### config.mk
export PLATFORM = sky130hd
export DESIGN_NAME = qwh_core
export DESIGN_NICKNAME = d
export VERILOG_FILES = /design/src/design/qwh_pkg.sv /design/src/design/qwh_core.sv
export SDC_FILE = /design/constraint.sdc
export NUM_CORES = 1
export LEC_CHECK = 0
export BUFFER_PORTS_ARGS = -buffer_cell sky130_fd_sc_hd__clkbuf_2
export CORE_UTILIZATION = 37
export DETAILED_ROUTE_END_ITERATION = 8
export PLACE_DENSITY_LB_ADDON = 0.25
export SLEW_MARGIN = 40
export SYNTH_ARGS = -nofsm -noshare
export SYNTH_HDL_FRONTEND = slang
export SYNTH_SLANG_ARGS = --single-unit
### constraint.sdc
create_clock -name pclk -period 3.3 [get_ports pclk]
set_input_delay 0.825 -clock pclk [delete_from_list [all_inputs] [get_ports pclk]]
set_output_delay 0.825 -clock pclk [all_outputs]
set_load 0.01 [all_outputs]
### src/design/qwh_pkg.sv
// package for the queue write-back and hint configuration block.
// assumes a 32-bit apb slave port and single-clock dma requests.
package qwh_pkg;

  localparam int NQ = 4;                       // transmit and receive queues
  localparam int HEAD_W = 16;                  // head index width
  localparam int LREL_W = 25;                  // relative launch time width

  // register byte offsets
  localparam logic [15:0] QWH_COMP_LO_OFS     = 16'hE038;
  localparam logic [15:0] QWH_COMP_HI_OFS     = 16'hE03C;
  localparam logic [15:0] QWH_COMP_LO_ALIAS   = 16'h3838;
  localparam logic [15:0] QWH_COMP_HI_ALIAS   = 16'h383C;
  localparam logic [15:0] QWH_QUEUE_STRIDE    = 16'h0040;
  localparam logic [15:0] QWH_ALIAS_STRIDE    = 16'h0100;
  localparam logic [15:0] QWH_LAUNCH_OFS      = 16'h3578;
  localparam logic [15:0] QWH_RX_QUEUE_HINT_CONTROL_OFS       = 16'hC014;

  // completion address low word fields
  localparam int QWH_HEAD_WB_ON_BIT   = 0;
  localparam int QWH_WB_EXPIRY_BIT    = 1;

  // launch time base fields and units
  localparam int QWH_LAUNCH_LSB       = 5;
  localparam int QWH_LAUNCH_MSB       = 29;
  localparam int QWH_LAUNCH_RSV_BIT   = 31;
  localparam int QWH_LAUNCH_UNIT_NS   = 32;
  localparam logic [31:0] QWH_LAUNCH_RST = 32'h8000_0000;

  // receive hint control fields
  localparam int QWH_HINT_EN_W        = 4;     // bits 3:0, one per traffic kind
  localparam int QWH_HINT_LSB         = 24;    // target hint field 31:24
  localparam int QWH_HINT_W           = 8;
  localparam logic [31:0] QWH_RX_QUEUE_HINT_CONTROL_MASK = 32'hFF00_000F;

  localparam logic [31:0] QWH_ZERO32  = 32'h0000_0000;

  // receive traffic kinds, also the enable bit index
  typedef enum logic [1:0] {
    QWH_RX_DESC_FETCH = 2'h0,
    QWH_RX_DESC_WB    = 2'h1,
    QWH_RX_HEADER     = 2'h2,
    QWH_RX_PAYLOAD    = 2'h3
  } qwh_rx_kind_t;

  // register groups seen by the decoder
  typedef enum logic [1:0] {
    QWH_REG_COMP_LO = 2'h0,
    QWH_REG_COMP_HI = 2'h1,
    QWH_REG_LAUNCH  = 2'h2,
    QWH_REG_RX_QUEUE_HINT_CONTROL   = 2'h3
  } qwh_reg_t;

  // head write-back engine states, one-hot
  typedef enum logic [1:0] {
    QWH_WB_IDLE = 2'b01,
    QWH_WB_BUSY = 2'b10
  } qwh_wb_state_t;

endpackage

### src/design/qwh_core.sv
// queue write-back and hint configuration: apb registers, head write-back
// engine, launch time adder and receive hint lookup.
// assumes all queue events come from logic on pclk, one-cycle pulses.
//
// Our own choice: the APB register port.
`timescale 1ns/1ps

// How it works
// - head write-back on writes completed head to memory; off means never
// - head write-back on blocks soft flush and all descriptor write-backs
// - with expiry bit set, throttle timer expiry causes a head write-back
// - low word gives address 31:3; target bits 2:0 forced to zero
// - high word gives upper 32 address bits above the low word
// - four low/high address pairs at 0xE038 plus 0x40 per queue
// - low address words also reachable at legacy alias offsets
// - high address words also reachable at legacy alias offsets
// - launch base is bits 29:5 in 32 ns units
// - launch time equals base plus the packet's relative launch time
// - four receive hint control registers at 0xC014 plus 0x40 per queue
// - bit 0 enables hints on receive descriptor fetches
// - bit 1 enables hints on receive descriptor write-backs
// - bit 2 enables hints on received header writes
// - bit 3 enables hints on received payload writes
// - hinted writes take hint value from the target hint field
// - receive data write is no-snoop only when descriptor select bit set
module qwh_core
  import qwh_pkg::*;
(
  input  wire logic                   pclk,
  input  wire logic                   presetn,
  // apb slave
  input  wire logic                   psel,
  input  wire logic                   penable,
  input  wire logic                   pwrite,
  input  wire logic [15:0]            paddr,
  input  wire logic [31:0]            pwdata,
  output logic      [31:0]            prdata,
  output logic                        pready,
  output logic                        pslverr,
  // transmit queue events
  input  wire logic [NQ-1:0]          tx_desc_done,
  input  wire logic [NQ-1:0]          throttle_expired,
  input  wire logic [NQ-1:0]          soft_flush_request,
  input  wire logic [NQ*HEAD_W-1:0]   tx_head_index,
  output logic      [NQ-1:0]          desc_wb_allow,
  output logic      [NQ-1:0]          flush_take,
  // head write-back dma request
  output logic                        dma_wr_valid,
  input  wire logic                   dma_wr_ready,
  output logic      [63:0]            dma_wr_addr,
  output logic      [31:0]            dma_wr_data,
  // launch time
  input  wire logic                   launch_req,
  input  wire logic [LREL_W-1:0]      launch_rel,
  output logic                        launch_valid,
  output logic      [31:0]            launch_time_ns,
  // receive hint lookup
  input  wire logic                   rx_req,
  input  wire logic [1:0]             rx_req_kind,
  input  wire logic [1:0]             rx_req_queue,
  input  wire logic                   rx_req_nse,
  output logic                        rx_resp_valid,
  output logic                        rx_hint_on,
  output logic      [QWH_HINT_W-1:0]  rx_hint_value,
  output logic                        rx_no_snoop
);

  // decode result: hit, register group, queue
  typedef struct packed {
    logic     hit;
    qwh_reg_t grp;
    logic [1:0] q;
  } qwh_dec_t;

  // address decode, shared by read and write paths
  function automatic qwh_dec_t qwh_decode(input logic [15:0] a);
    qwh_dec_t d;
    d.hit = 1'b0;
    d.grp = QWH_REG_LAUNCH;
    d.q   = 2'h0;
    if (a == QWH_LAUNCH_OFS) begin
      d.hit = 1'b1;
    end
    for (int i = 0; i < NQ; i++) begin
      if (a == QWH_COMP_LO_OFS + 16'(i) * QWH_QUEUE_STRIDE ||
          a == QWH_COMP_LO_ALIAS + 16'(i) * QWH_ALIAS_STRIDE) begin
        d.hit = 1'b1;
        d.grp = QWH_REG_COMP_LO;
        d.q   = 2'(i);
      end
      if (a == QWH_COMP_HI_OFS + 16'(i) * QWH_QUEUE_STRIDE ||
          a == QWH_COMP_HI_ALIAS + 16'(i) * QWH_ALIAS_STRIDE) begin
        d.hit = 1'b1;
        d.grp = QWH_REG_COMP_HI;
        d.q   = 2'(i);
      end
      if (a == QWH_RX_QUEUE_HINT_CONTROL_OFS + 16'(i) * QWH_QUEUE_STRIDE) begin
        d.hit = 1'b1;
        d.grp = QWH_REG_RX_QUEUE_HINT_CONTROL;
        d.q   = 2'(i);
      end
    end
    return d;
  endfunction

  // register storage
  // flops indexed by queue; aliases decode onto the same index
  logic [31:0] comp_lo_r [NQ];
  logic [31:0] comp_hi_r [NQ];
  logic [31:0] rx_queue_hint_control_r   [NQ];
  logic [31:0] launch_r;

  // decode result and apb strobes
  qwh_dec_t    dec;
  logic        setup;
  logic        wr_fire;
  logic [31:0] rd_nxt;

  // a write lands only on the edge that sees pready high
  assign dec     = qwh_decode(paddr);
  assign setup   = psel & ~penable;
  assign wr_fire = psel & penable & pready & pwrite;

  // read mux; the low word reads back its enable bits in 1:0 as written
  always_comb begin
    rd_nxt = QWH_ZERO32;
    if (dec.hit) begin
      case (dec.grp)
        QWH_REG_COMP_LO: rd_nxt = comp_lo_r[dec.q];
        QWH_REG_COMP_HI: rd_nxt = comp_hi_r[dec.q];
        QWH_REG_LAUNCH:  rd_nxt = launch_r;
        QWH_REG_RX_QUEUE_HINT_CONTROL:   rd_nxt = rx_queue_hint_control_r[dec.q];
        default:         rd_nxt = QWH_ZERO32;
      endcase
    end
  end

  // apb answer: registered in setup, one access cycle, no wait states
  // unmapped addresses answer with pslverr and change nothing
  always_ff @(posedge pclk or negedge presetn) begin
    if (!presetn) begin
      pready  <= 1'b0;
      prdata  <= QWH_ZERO32;
      pslverr <= 1'b0;
    end else begin
      pready <= setup;
      if (setup) begin
        prdata  <= pwrite ? QWH_ZERO32 : rd_nxt;
        pslverr <= ~dec.hit;                     // unmapped address errors
      end else if (pready) begin
        prdata  <= QWH_ZERO32;
        pslverr <= 1'b0;
      end
    end
  end

  // per-queue storage; aliases resolve to the same flops
  generate
    for (genvar g = 0; g < NQ; g++) begin : g_q
      always_ff @(posedge pclk or negedge presetn) begin
        if (!presetn) begin
          comp_lo_r[g] <= QWH_ZERO32;
          comp_hi_r[g] <= QWH_ZERO32;
          rx_queue_hint_control_r[g]   <= QWH_ZERO32;
        end else if (wr_fire && dec.hit && dec.q == 2'(g)) begin
          if (dec.grp == QWH_REG_COMP_LO) begin
            comp_lo_r[g] <= {pwdata[31:2], pwdata[1:0]};
          end
          if (dec.grp == QWH_REG_COMP_HI) begin
            comp_hi_r[g] <= pwdata;
          end
          if (dec.grp == QWH_REG_RX_QUEUE_HINT_CONTROL) begin
            rx_queue_hint_control_r[g] <= pwdata & QWH_RX_QUEUE_HINT_CONTROL_MASK;
          end
        end
      end
    end
  endgenerate

  // launch base; bit 31 comes up set and keeps what software writes
  always_ff @(posedge pclk or negedge presetn) begin
    if (!presetn) begin
      launch_r <= QWH_LAUNCH_RST;
    end else if (wr_fire && dec.hit && dec.grp == QWH_REG_LAUNCH) begin
      launch_r <= pwdata;
    end
  end

  // per-queue mode decode
  logic [NQ-1:0] hwb_on;
  logic [NQ-1:0] expiry_on;
  generate
    for (genvar g = 0; g < NQ; g++) begin : g_mode
      assign hwb_on[g]    = comp_lo_r[g][QWH_HEAD_WB_ON_BIT];
      assign expiry_on[g] = comp_lo_r[g][QWH_WB_EXPIRY_BIT];
    end
  endgenerate

  // descriptor write-back and soft flush are suppressed in head mode
  // registered, so queue logic sees a mode change one cycle late
  always_ff @(posedge pclk or negedge presetn) begin
    if (!presetn) begin
      desc_wb_allow <= '0;
      flush_take    <= '0;
    end else begin
      desc_wb_allow <= ~hwb_on;
      flush_take    <= soft_flush_request & ~hwb_on;
    end
  end

  // pending head write-backs; a new event beats the grant clear
  logic [NQ-1:0] pend_r;
  logic [NQ-1:0] pend_set;
  logic [NQ-1:0] grant;
  assign pend_set = hwb_on & (tx_desc_done | (throttle_expired & expiry_on));

  always_ff @(posedge pclk or negedge presetn) begin
    if (!presetn) begin
      pend_r <= '0;
    end else begin
      pend_r <= ((pend_r & ~grant) | pend_set) & hwb_on;
    end
  end

  // fixed priority pick, lowest queue first
  // a busy low queue can starve higher ones; write-backs are rare enough
  logic [1:0] pick_q;
  logic       pick_any;
  always_comb begin
    pick_q   = 2'h0;
    pick_any = 1'b0;
    for (int i = NQ - 1; i >= 0; i--) begin
      if (pend_r[i]) begin
        pick_q   = 2'(i);
        pick_any = 1'b1;
      end
    end
  end

  // one head write-back in flight at a time
  qwh_wb_state_t wb_state_r;
  qwh_wb_state_t wb_state_nxt;

  // grant only from idle; busy waits for the host to take the request
  always_comb begin
    grant        = '0;
    wb_state_nxt = wb_state_r;
    case (wb_state_r)
      QWH_WB_IDLE: begin
        if (pick_any) begin
          grant[pick_q] = 1'b1;
          wb_state_nxt  = QWH_WB_BUSY;
        end
      end
      QWH_WB_BUSY: begin
        if (dma_wr_ready) begin
          wb_state_nxt = QWH_WB_IDLE;
        end
      end
      default: wb_state_nxt = QWH_WB_IDLE;
    endcase
  end

  // engine state register
  always_ff @(posedge pclk or negedge presetn) begin
    if (!presetn) begin
      wb_state_r <= QWH_WB_IDLE;
    end else begin
      wb_state_r <= wb_state_nxt;
    end
  end

  // one write of the head index per grant, held until the bus takes it
  // addr and data are captured at grant; a later head change waits its turn
  always_ff @(posedge pclk or negedge presetn) begin
    if (!presetn) begin
      dma_wr_valid <= 1'b0;
      dma_wr_addr  <= 64'h0000_0000_0000_0000;
      dma_wr_data  <= QWH_ZERO32;
    end else if (wb_state_r == QWH_WB_IDLE && pick_any) begin
      dma_wr_valid <= 1'b1;
      dma_wr_addr  <= {comp_hi_r[pick_q], comp_lo_r[pick_q][31:3], 3'b000};
      dma_wr_data  <= 32'(tx_head_index[pick_q*HEAD_W +: HEAD_W]);
    end else if (dma_wr_valid && dma_wr_ready) begin
      dma_wr_valid <= 1'b0;
    end
  end

  // launch time: base plus relative, both in 32 ns steps, shown in ns
  logic [LREL_W:0] launch_sum;
  logic [31:0]     launch_ns_nxt;
  assign launch_sum    = {1'b0, launch_r[QWH_LAUNCH_MSB:QWH_LAUNCH_LSB]} + {1'b0, launch_rel};
  // scaled to ns; the top bit pads the 31-bit product to the port width
  assign launch_ns_nxt = {1'b0, launch_sum, 5'b00000};

  // no wrap check here: software keeps the sum under one second
  always_ff @(posedge pclk or negedge presetn) begin
    if (!presetn) begin
      launch_valid   <= 1'b0;
      launch_time_ns <= QWH_ZERO32;
    end else begin
      launch_valid <= launch_req;
      if (launch_req) begin
        launch_time_ns <= launch_ns_nxt;
      end
    end
  end

  // header and payload are the only receive data writes
  function automatic logic qwh_data_write(input logic [1:0] k);
    return (k == QWH_RX_HEADER) || (k == QWH_RX_PAYLOAD);
  endfunction

  // receive hint lookup; the fetch path carries no hint value
  logic [31:0] rx_ctl;
  logic        rx_en;
  logic        rx_valued;
  logic        rx_data_wr;
  assign rx_ctl     = rx_queue_hint_control_r[rx_req_queue];
  assign rx_en      = rx_ctl[rx_req_kind];
  // value only on write-back, header and payload; a fetch hint stays bare
  assign rx_valued  = rx_en && (rx_req_kind != QWH_RX_DESC_FETCH);
  assign rx_data_wr = qwh_data_write(rx_req_kind);

  always_ff @(posedge pclk or negedge presetn) begin
    if (!presetn) begin
      rx_resp_valid <= 1'b0;
      rx_hint_on    <= 1'b0;
      rx_hint_value <= '0;
      rx_no_snoop   <= 1'b0;
    end else begin
      rx_resp_valid <= rx_req;
      if (rx_req) begin
        rx_hint_on    <= rx_en;
        rx_hint_value <= rx_valued ? rx_ctl[QWH_HINT_LSB +: QWH_HINT_W] : '0;
        rx_no_snoop   <= rx_req_nse && rx_data_wr;
      end
    end
  end

endmodule

==> results of run 1 <==
[sequential cells by signal, summed over array words and instances, names as in the netlist, 16 cells and up]
| signal | count |
|---|---|
| dma_wr_data | 16 |
| launch_time_ns | 26 |
| comp_hi_r | 128 |
| comp_lo_r | 128 |
| rx_queue_hint_control_r | 48 |
| prdata | 32 |
| dma_wr_addr | 61 |
| launch_r | 32 |
[synthesized netlist by cell type, drive strengths merged, types with 14 or more instances]
library cell / instances / share of area [%]
a21oi: 136 / 2.8
inv: 34 / 0.53
nor4: 23 / 0.60
mux2: 432 / 20
o221ai: 15 / 0.54
dfrtp: 498 / 52
a221oi: 14 / 0.51
a222oi: 103 / 4.3
o22ai: 33 / 0.85
o21ai: 60 / 1.2
nor3: 20 / 0.54
xnor2: 15 / 0.54
ha: 25 / 1.3
buf: 79 / 1.8
a31oi: 15 / 0.39
a21o: 16 / 0.50
nor2: 186 / 2.9
a22oi: 21 / 0.65
nand2: 101 / 1.6
clkbuf: 95 / 1.5
[critical path: stages, from the launching register on]
cell and delay, ps:
dfrtp_1 440, ha_1 340, a211o_1 280, or2_2 270, o221ai_1 170, buf_4 180
o31ai_1 120, a221oi_1 360, o41ai_1 130, buf_4 150, a2111oi_0 440, a211oi_1 80
[per-stage QoR]
step	TNS (ps)	power (mW)	hold WS (ps)	setup WS [ps]	cell area (um2)
after detailed placement	-21580	6.979	476.1	-224.6	27800
after floorplan	0	6.566	419.0	74.08	24270
final	0	13.41	112.3	210.0	29740
after global placement	-22720	6.965	465.4	-149.6	27790
after CTS	0	13.56	101.3	122.7	29730
after global routing	0	13.88	116.3	11.73	29740
[power breakdown]
part           switching (mW)  internal, mW  total (mW)
registers              0.0292          6.19        6.21
clock network            2.62          3.93        6.55
logic                   0.413         0.233       0.645
total                    3.06          10.3        13.4
[cells in the final DEF (no fill, tap or decap), types with 16 or more instances in the layout]
cell	count
a21oi_1	135
nand2_1	101
mux2_2	294
conb_1	25
a22oi_1	20
o22ai_1	33
mux2_1	138
clkbuf_16	57
ha_1	25
clkbuf_2	318
nor4_1	23
inv_1	34
a21o_1	16
buf_4	101
clkbuf_8	17
o21ai_0	56
buf_12	37
nor2_1	181
a222oi_1	103
dfrtp_1	498
[cells by family (layout without fill, tap and decap cells)]
kind of cell	count (synthesis)	after routing	synth area share (%)
compound gates	469	469	13.70
xor+xnor	18	18	0.6522
fa+ha+maj	26	26	1.377
buf+inv	209	596	3.794
flops	500	500	51.77
mux	444	444	21.19
other cells	1	26	0.01551
simple gates	400	400	7.500
[metal layers]
metal  up-vias  track usage (%)
li1       8408                -
met1      9655            31.40
met2       687            38.93
met3       157            2.689
met4         2            9.977
met5         -                0
[worst paths after layout]
check	slack [ps]	end
setup reg to reg	210	launch_time_ns[30]
min in group pclk	430	flush_take[2]
max in group asynchronous	2190	launch_valid
setup / recovery	210	launch_time_ns[30]
hold / removal	110	flush_take[0]
hold reg to reg	470	flush_take[1]
[cell type report]
type	instances	area share [%]
tap	855	3.597
inverter	35	0.4417
antenna	1	0.008414
multi-input combinational	1382	36.94
clock inverter	19	0.7783
clock buffer	85	5.721
sequential	500	42.08
timing repair buffer	457	10.44
==> metrics, run 1 <==
critical path class=reg -> reg; Worst Path Max Fanout=4; total I/O pin count=345; drc violations=0; gpl congestion=0.8654; CP endpoint kind=flop; Synth async-reset ratio=100.0%; drt via density=5.672; register area=12,510 um2; synthesized area=24,170 um2; Die Span X=257.6 um; M1 WL=33,320 um; pin count of the biggest net entering global routing=115; hold bufs inserted after CTS=0; # setup viols final=0; RSZ-0062 raised after global routing=false; initial antenna violation count=3; worst reg2reg path startpoint=launch_r[11]; run status=complete, no violations; Die Ht=257.6 um; dpl hpwl=52,900 um; max-slew violation count=0; port bufs=319; fin crit share=93.64%; filler cell count in the final layout=5,975; VDD IR-drop max=376.1 uV; Syn-to-layout area delta=23.04%; multi-input logic area=10,990 um2; Worst Path Arrival=3560 ps; Static Leak=14.57 nW; worst setup path startpoint=launch_r[11]; startpoint types=flop; wire per inst=23.71 um; vias in the first global route=19,760; CTS Buf Count=56; number of unique standard cell types used by synthesis=66; Non-Filler Instances=3,334; Starting Density=37.50%; Clock Latency Late Sink=610 ps; first-pass GRT wire length=120,900 um; cts repair resizes=0; Avg Cell Area, Syn=11.69 um2; H-tree depth=2; row cnt=93; Yosys warning total=0; max_cap viols=0; Post-Synthesis Cells=2,067; Post-CTS Setup Inserts=0; fin util=46.14%; Worst Hold Class=in -> async; # placed instances=3,229; Rel. slew slack=44.11%; CP required=3770 ps; Tmin final=3090 ps; Pre-antenna DRT Iters=9; worst-case reg-to-reg path depth=11; Yosys reg bits=500; layout cell share with drive strength beyond 1=35.79%; Routed WL=79,030 um; final hold vios=0; Reg clk slew, reported paths=60 ps; gr ovfl total=0; Max Used Layer=met5; First DRT Iteration DRCs=2,103; root buffer cell=clkbuf_16; Pwr Density=450.9 nW/um2; die area=66,360 um2; clk sinks=500; EDFF count, synth=0; f_max=323.6 MHz; Worst-Margin Slew=838.4 ps; Max Root-Sink Buffers=3; WL met2=38,490 um; Layout Nets=2,620; TritonCTS clock tree=done; register area share after synthesis=51.77%; Post-DRT Antenna Nets=0; Top FF cell, synth=dfrtp_1; core box area=64,460 um2; Worst Clk Skew=18.11 ps; gr usage total=23.57%; Vias=18,910; DR WL met3=4343 um
Note: power is estimated with default switching activity, not from simulation.
==> inputs of run 2 (changes only) <==
--- a/config.mk
+++ b/config.mk
@@ -8,6 +8,7 @@
 export BUFFER_PORTS_ARGS = -buffer_cell sky130_fd_sc_hd__clkbuf_2
 export CORE_UTILIZATION = 37
 export DETAILED_ROUTE_END_ITERATION = 8
+export MAX_ROUTING_LAYER = met4
 export PLACE_DENSITY_LB_ADDON = 0.25
 export SLEW_MARGIN = 40
 export SYNTH_ARGS = -nofsm -noshare
==> run 2 against run 1 <==
  * Critical path depth unchanged
  * Global-route usage increased by 1.1 points
  * Largest power group unchanged
  * Clock power increased by 3%
  * Cell count about the same
  * Worst hold slack got worse by 59 ps
  * Sequential power about the same
  * Clock skew about the same
==> metrics, run 2 (synthesis gave the netlist of run 1 again) <==
RSZ-0062 raised after global routing=false; port bufs=319 (unchanged); First DRT Iteration DRCs=1,842 (-12%); row cnt=93 (unchanged); Pre-antenna DRT Iters=7 (-2); fin crit share=93.29% (-0.35 points); worst reg2reg path startpoint=launch_r[11]; Die Span X=257.6 um (unchanged); filler cell count in the final layout=5,915 (-1.0%); Tmin final=3079 ps (-11.39 ps); Worst Path Max Fanout=3 (-1); initial antenna violation count=0 (-3); slowest cell delay on critical path=430 ps (about the same); TritonCTS clock tree=done; startpoint types=flop; register area=12,510 um2 (unchanged); # placed instances=3,234 (+0.15%); max-slew violation count=0 (unchanged); gpl congestion=0.8702 (+0.55%); Vias=18,970 (+0.32%); root buffer cell=clkbuf_16; Routed WL=79,990 um (+1.2%); final worst slack=221.4 ps (+11.39 ps); die area=66,360 um2 (unchanged); gr usage total=24.64% (+1.1 points); total I/O pin count=345 (unchanged); Syn-to-layout area delta=23.62%; max_cap viols=0 (unchanged); drt via density=5.685 (+0.23%); Static Leak=14.62 nW (+0.39%); Crit-path slowest cell=dfrtp_1; gr ovfl total=0 (unchanged); Antenna diodes=0 (-1); Worst Hold Class=in -> async; Post-CTS Setup Inserts=0 (unchanged); core box area=64,460 um2 (unchanged); Worst-Margin Slew=915.7 ps (+77.29 ps); cts repair resizes=0 (unchanged); M1 WL=33,560 um (+0.74%); Worst Clk Skew=18.50 ps (+0.3871 ps); Max Root-Sink Buffers=3 (unchanged); pre-CTS setup slack=-222.1 ps (+2.501 ps); Post-DRT Antenna Nets=0 (unchanged); Worst Path Arrival=3570 ps (about the same); vias in the first global route=19,660 (-0.49%); dpl hpwl=54,130 um (+2.3%); VDD IR-drop max=330.3 uV (-12%); worst hold margin=52.95 ps (-59.39 ps); drc violations=0 (unchanged); pin count of the biggest net entering global routing=101 (-12%); Crit path top cell by count=buf_4; critical path class=reg -> reg; first-pass GRT wire length=121,900 um (+0.79%); CP Cell Sequence=ha_1, a211o_1, or2_2, o221ai_1, buf_4, o31ai_1, a221oi_1, o41ai_1, buf_4, a2111oi_0, a211oi_1; Reg clk slew, reported paths=60 ps (about the same); Setup TNS=0 ps (unchanged); Starting Density=37.50% (unchanged); f_max=324.8 MHz (+0.37%); wire per inst=23.97 um (+1.1%); clk sinks=500 (unchanged); # setup viols final=0 (unchanged); multi-input logic area=10,980 um2 (about the same); CP required=3790 ps (+20 ps); Non-Filler Instances=3,337 (+0.090%); Layout Nets=2,626 (+0.23%); WL met2=39,760 um (+3.3%); top flop regs=comp_hi_r x128, comp_lo_r x128, dma_wr_addr x61; DR WL met3=4398 um (+1.3%); fin util=46.36% (+0.22 points); worst-case reg-to-reg path depth=11 (unchanged); most frequent cells in the layout=dfrtp_1 (498), clkbuf_2 (318), mux2_2 (294); FF-to-FF End=launch_time_ns[30]; layout cell share with drive strength beyond 1=36.02% (+0.22 points); Clock Latency Late Sink=630 ps (+20 ps); final hold vios=0 (unchanged); hold bufs inserted after CTS=0 (unchanged); H-tree depth=2 (unchanged); Max Used Layer=met4; Rel. slew slack=38.95% (-5.2 points); commonest non-fill, non-tap cell in the layout=dfrtp_1; Pwr Density=455.5 nW/um2 (+1.0%); Die Ht=257.6 um (unchanged); CTS Buf Count=56 (unchanged); run status=complete, no violations; CP endpoint kind=flop; r2r setup slk=220 ps (about the same)
-- run 2: critical path: cells and delay by family (launching register included) --
family                   cells  cell delay (ps)
AO/OA/AOI/OAI                7             1590
flip-flops                   1              430
adder cells (fa/ha/maj)      1              340
buffers and inverters        2              310
AND/OR/NAND/NOR              1              280
-- run 2: power by group --
part | leakage, nW | total (mW) | internal, mW | switching [mW]
Clock | 0.960 | 6.74 | 4.07 | 2.67
Sequential | 6.85 | 6.21 | 6.19 | 0.0291
Combinational | 6.82 | 0.661 | 0.243 | 0.418
Total | 14.6 | 13.6 | 10.5 | 3.12
-- run 2: worst max-delay path by stage --
stage	start	end	slack, ps	depth (start not counted)
floorplan	launch_rel[0]	launch_time_ns[29]	70	11
global placement	launch_rel[6]	launch_time_ns[30]	-190	12
detailed placement	launch_rel[6]	launch_time_ns[30]	-220	12
CTS	launch_r[5]	launch_time_ns[29]	230	12
global route	launch_r[5]	launch_time_ns[29]	40	12
finish	launch_r[11]	launch_time_ns[30]	220	11
-- run 2: layout make-up --
| type | count | area share (%) |
|---|---|---|
| Multi-Input combinational cell | 1382 | 36.74 |
| Clock inverter | 29 | 1.352 |
| Sequential cell | 500 | 41.88 |
| Tap cell | 855 | 3.580 |
| Timing Repair Buffer | 463 | 10.74 |
| Clock buffer | 73 | 5.275 |
| Inverter | 35 | 0.4396 |
-- run 2: metal layers --
layer,up-vias,global-route usage [%]
li1,8450,-
met5,-,-
met4,0,7.544
met1,9702,31.56
met2,687,40.42
met3,131,3.455
-- run 2: stage by stage --
| stage | area (um2) | power, mW |
|---|---|---|
| after floorplan | 24270 | 6.566 |
| after global placement | 27870 | 6.978 |
| after detailed placement | 27880 | 6.991 |
| after CTS | 29860 | 13.77 |
| after global routing | 29880 | 14.10 |
| final | 29880 | 13.61 |
==> inputs of run 3 (changes only) <==
--- a/config.mk
+++ b/config.mk
@@ -5,7 +5,7 @@
 export SDC_FILE = /design/constraint.sdc
 export NUM_CORES = 1
 export LEC_CHECK = 0
-export BUFFER_PORTS_ARGS = -buffer_cell sky130_fd_sc_hd__clkbuf_2
+export BUFFER_PORTS_ARGS = -buffer_cell sky130_fd_sc_hd__buf_2
 export CORE_UTILIZATION = 37
 export DETAILED_ROUTE_END_ITERATION = 8
 export MAX_ROUTING_LAYER = met4
==> run 3 against run 2 <==
  * Flip-flop and latch count is the same
  * The flow now finishes with violations (design-rule violations)
  * Fmax hardly changed
  * Register-to-register slack about the same
  * Critical path depth stayed put
  * Via count rose by 0.59%
  * Cell area increased by 0.93%
  * Cell count up 0.48%
==> metrics, run 3 (synthesis gave the netlist of run 1 again) <==
multi-input logic area=10,990 um2 (+0.10%); gr usage total=24.60% (-0.040 points); Worst Clk Skew=22.66 ps (+4.155 ps); most frequent cells in the layout=dfrtp_1 (498), buf_2 (318), mux2_2 (294); pin count of the biggest net entering global routing=79 (-22%); CP delay by family, top=compound AO/OA/AOI/OAI gates; worst hold margin=154.8 ps (+101.9 ps); max-slew violation count=0 (unchanged); Max Root-Sink Buffers=3 (unchanged); Top Usage Layer GRT=met2; slowest cell delay on critical path=510 ps (+80 ps); commonest non-fill, non-tap cell in the layout=dfrtp_1; Non-Filler Instances=3,353 (+0.48%); drc violations=14 (+14); layout cell share with drive strength beyond 1=36.48% (+0.46 points); Crit-path slowest cell=dfrtp_1; max_cap viols=0 (unchanged); VDD IR-drop max=354.8 uV (+7.4%); Post-DRT Antenna Nets=0 (unchanged); vias in the first global route=19,520 (-0.75%); RSZ-0062 raised after global routing=false; Rel. slew slack=50.48% (+12 points); CP Buf/Inv Count=1 (-1); wire per inst=23.82 um (-0.61%); register area=12,510 um2 (unchanged); final hold vios=0 (unchanged); Static Leak=14.82 nW (+1.4%); Clock Latency Late Sink=630 ps (about the same); Reg clk slew, reported paths=60 ps (about the same); Vias=19,080 (+0.59%); # placed instances=3,245 (+0.34%); Die Span X=257.6 um (unchanged); port bufs=319 (unchanged); Post-CTS Setup Inserts=0 (unchanged); Worst Hold Class=in -> async; total I/O pin count=345 (unchanged); Tmin final=3078 ps (-0.2120 ps); run status=complete, but fails checks; hold bufs inserted after CTS=0 (unchanged); Syn-to-layout area delta=24.78%; H-tree depth=2 (unchanged); row cnt=93 (unchanged); gpl congestion=0.8657 (-0.52%); startpoint types=flop; root buffer cell=clkbuf_16; Layout Nets=2,638 (+0.46%); core box area=64,460 um2 (unchanged); initial antenna violation count=2 (+2); TritonCTS clock tree=done; clk sinks=500 (unchanged); r2r setup slk=220 ps (about the same); critical path class=reg -> reg; die area=66,360 um2 (unchanged); met3 usage in global routing=3.426% (-0.029 points); First DRT Iteration DRCs=1,852 (+0.54%); Worst-Margin Slew=742.8 ps (-172.9 ps); gr ovfl total=0 (unchanged); failing checks=design-rule violations; Pwr Density=469.0 nW/um2 (+3.0%); drt via density=5.691 (+0.11%); met1 Usage GRT=31.19% (-0.37 points); # setup viols final=0 (unchanged); dpl hpwl=54,470 um (+0.63%); filler cell count in the final layout=5,939 (+0.41%); CTS Buf Count=57 (+1.8%); CP endpoint kind=flop; met2 GRT Util=39.78% (-0.63 points); Worst Path Max Fanout=3 (unchanged); Routed WL=79,880 um (-0.13%); CP required=3810 ps (+20 ps); Starting Density=37.50% (unchanged); f_max=324.8 MHz (about the same); Pre-antenna DRT Iters=9 (+2); fin crit share=93.28% (about the same); Die Ht=257.6 um (unchanged); first-pass GRT wire length=121,600 um (-0.20%); CP Cell Sequence=ha_1, inv_1, fa_1, nor2b_1, o31a_1, o22ai_1, o31ai_2, a21oi_1, a2111oi_2, o21ai_0, a31o_2; top flop regs=comp_hi_r x128, comp_lo_r x128, dma_wr_addr x61; Worst Path Arrival=3590 ps (+20 ps)
==> run 3: cell types whose count changed in the layout (fill, tap and decap cells not counted), moves of 2 or more <==
cell        before  now
buf_2            0  318
clkbuf_2       318    1
buf_4          103  112
bufinv_16        9   14
clkbuf_8         9   13
clkinvlp_4       6    2
clkinv_4         3    1
clkinv_8         0    2
==> run 3: per-stage QoR <==
stage | setup TNS (ps) | cell area, um2 | util [%] | total power, mW | setup slack (ps)
6_report | 0 | 30160 | 46.79 | 14.15 | 221.6
5_1_grt | 0 | 30160 | 46.79 | 14.62 | 32.35
4_1_cts | 0 | 30140 | 46.76 | 14.31 | 124.3
3_5_place_dp | -11110 | 27980 | 43.40 | 6.995 | -235.8
3_3_place_gp | -18580 | 27960 | 43.37 | 6.980 | -167.5
2_1_floorplan | 0 | 24270 | - | 6.566 | 74.08
==> run 3: worst paths after layout <==
path                                  startpoint                 end  cells after the start
min                                      presetn      dma_wr_data[0]                      1
max reg2reg                          launch_r[5]  launch_time_ns[29]                     11
min reg2reg                         dma_wr_valid        dma_wr_valid                      1
max                                  launch_r[5]  launch_time_ns[29]                     11
min in group pclk          soft_flush_request[0]       flush_take[0]                      2
max in group asynchronous                presetn           pend_r[0]                      3
==> run 3: layer usage <==
metal | vias up | wire (um)
met5 | - | 0
met4 | 0 | 2961
met3 | 155 | 4484
met2 | 721 | 38860
met1 | 9724 | 33570
li1 | 8481 | -
==> run 3: layout make-up <==
cell class / count / area share (%)
diodes: 1 / 0.008296
clock buffers: 77 / 5.409
clock inverters: 29 / 1.771
inverters: 35 / 0.4356
multi-input cells: 1382 / 36.44
flip-flops and latches: 500 / 41.49
well taps: 855 / 3.547
repair buffers: 474 / 10.90
==> run 3: repair_timing <==
| action | 4_1_cts | 5_1_grt |
|---|---|---|
| hold endpoints to repair | 0 | 0 |
| setup endpoints to repair | 0 | 2 |
| resized for setup | 0 | 3 |
==> run 3: where the power goes <==
part / switching, mW / internal, mW
registers: 0.0271 / 6.19
logic: 0.418 / 0.247
clock network: 2.71 / 4.56
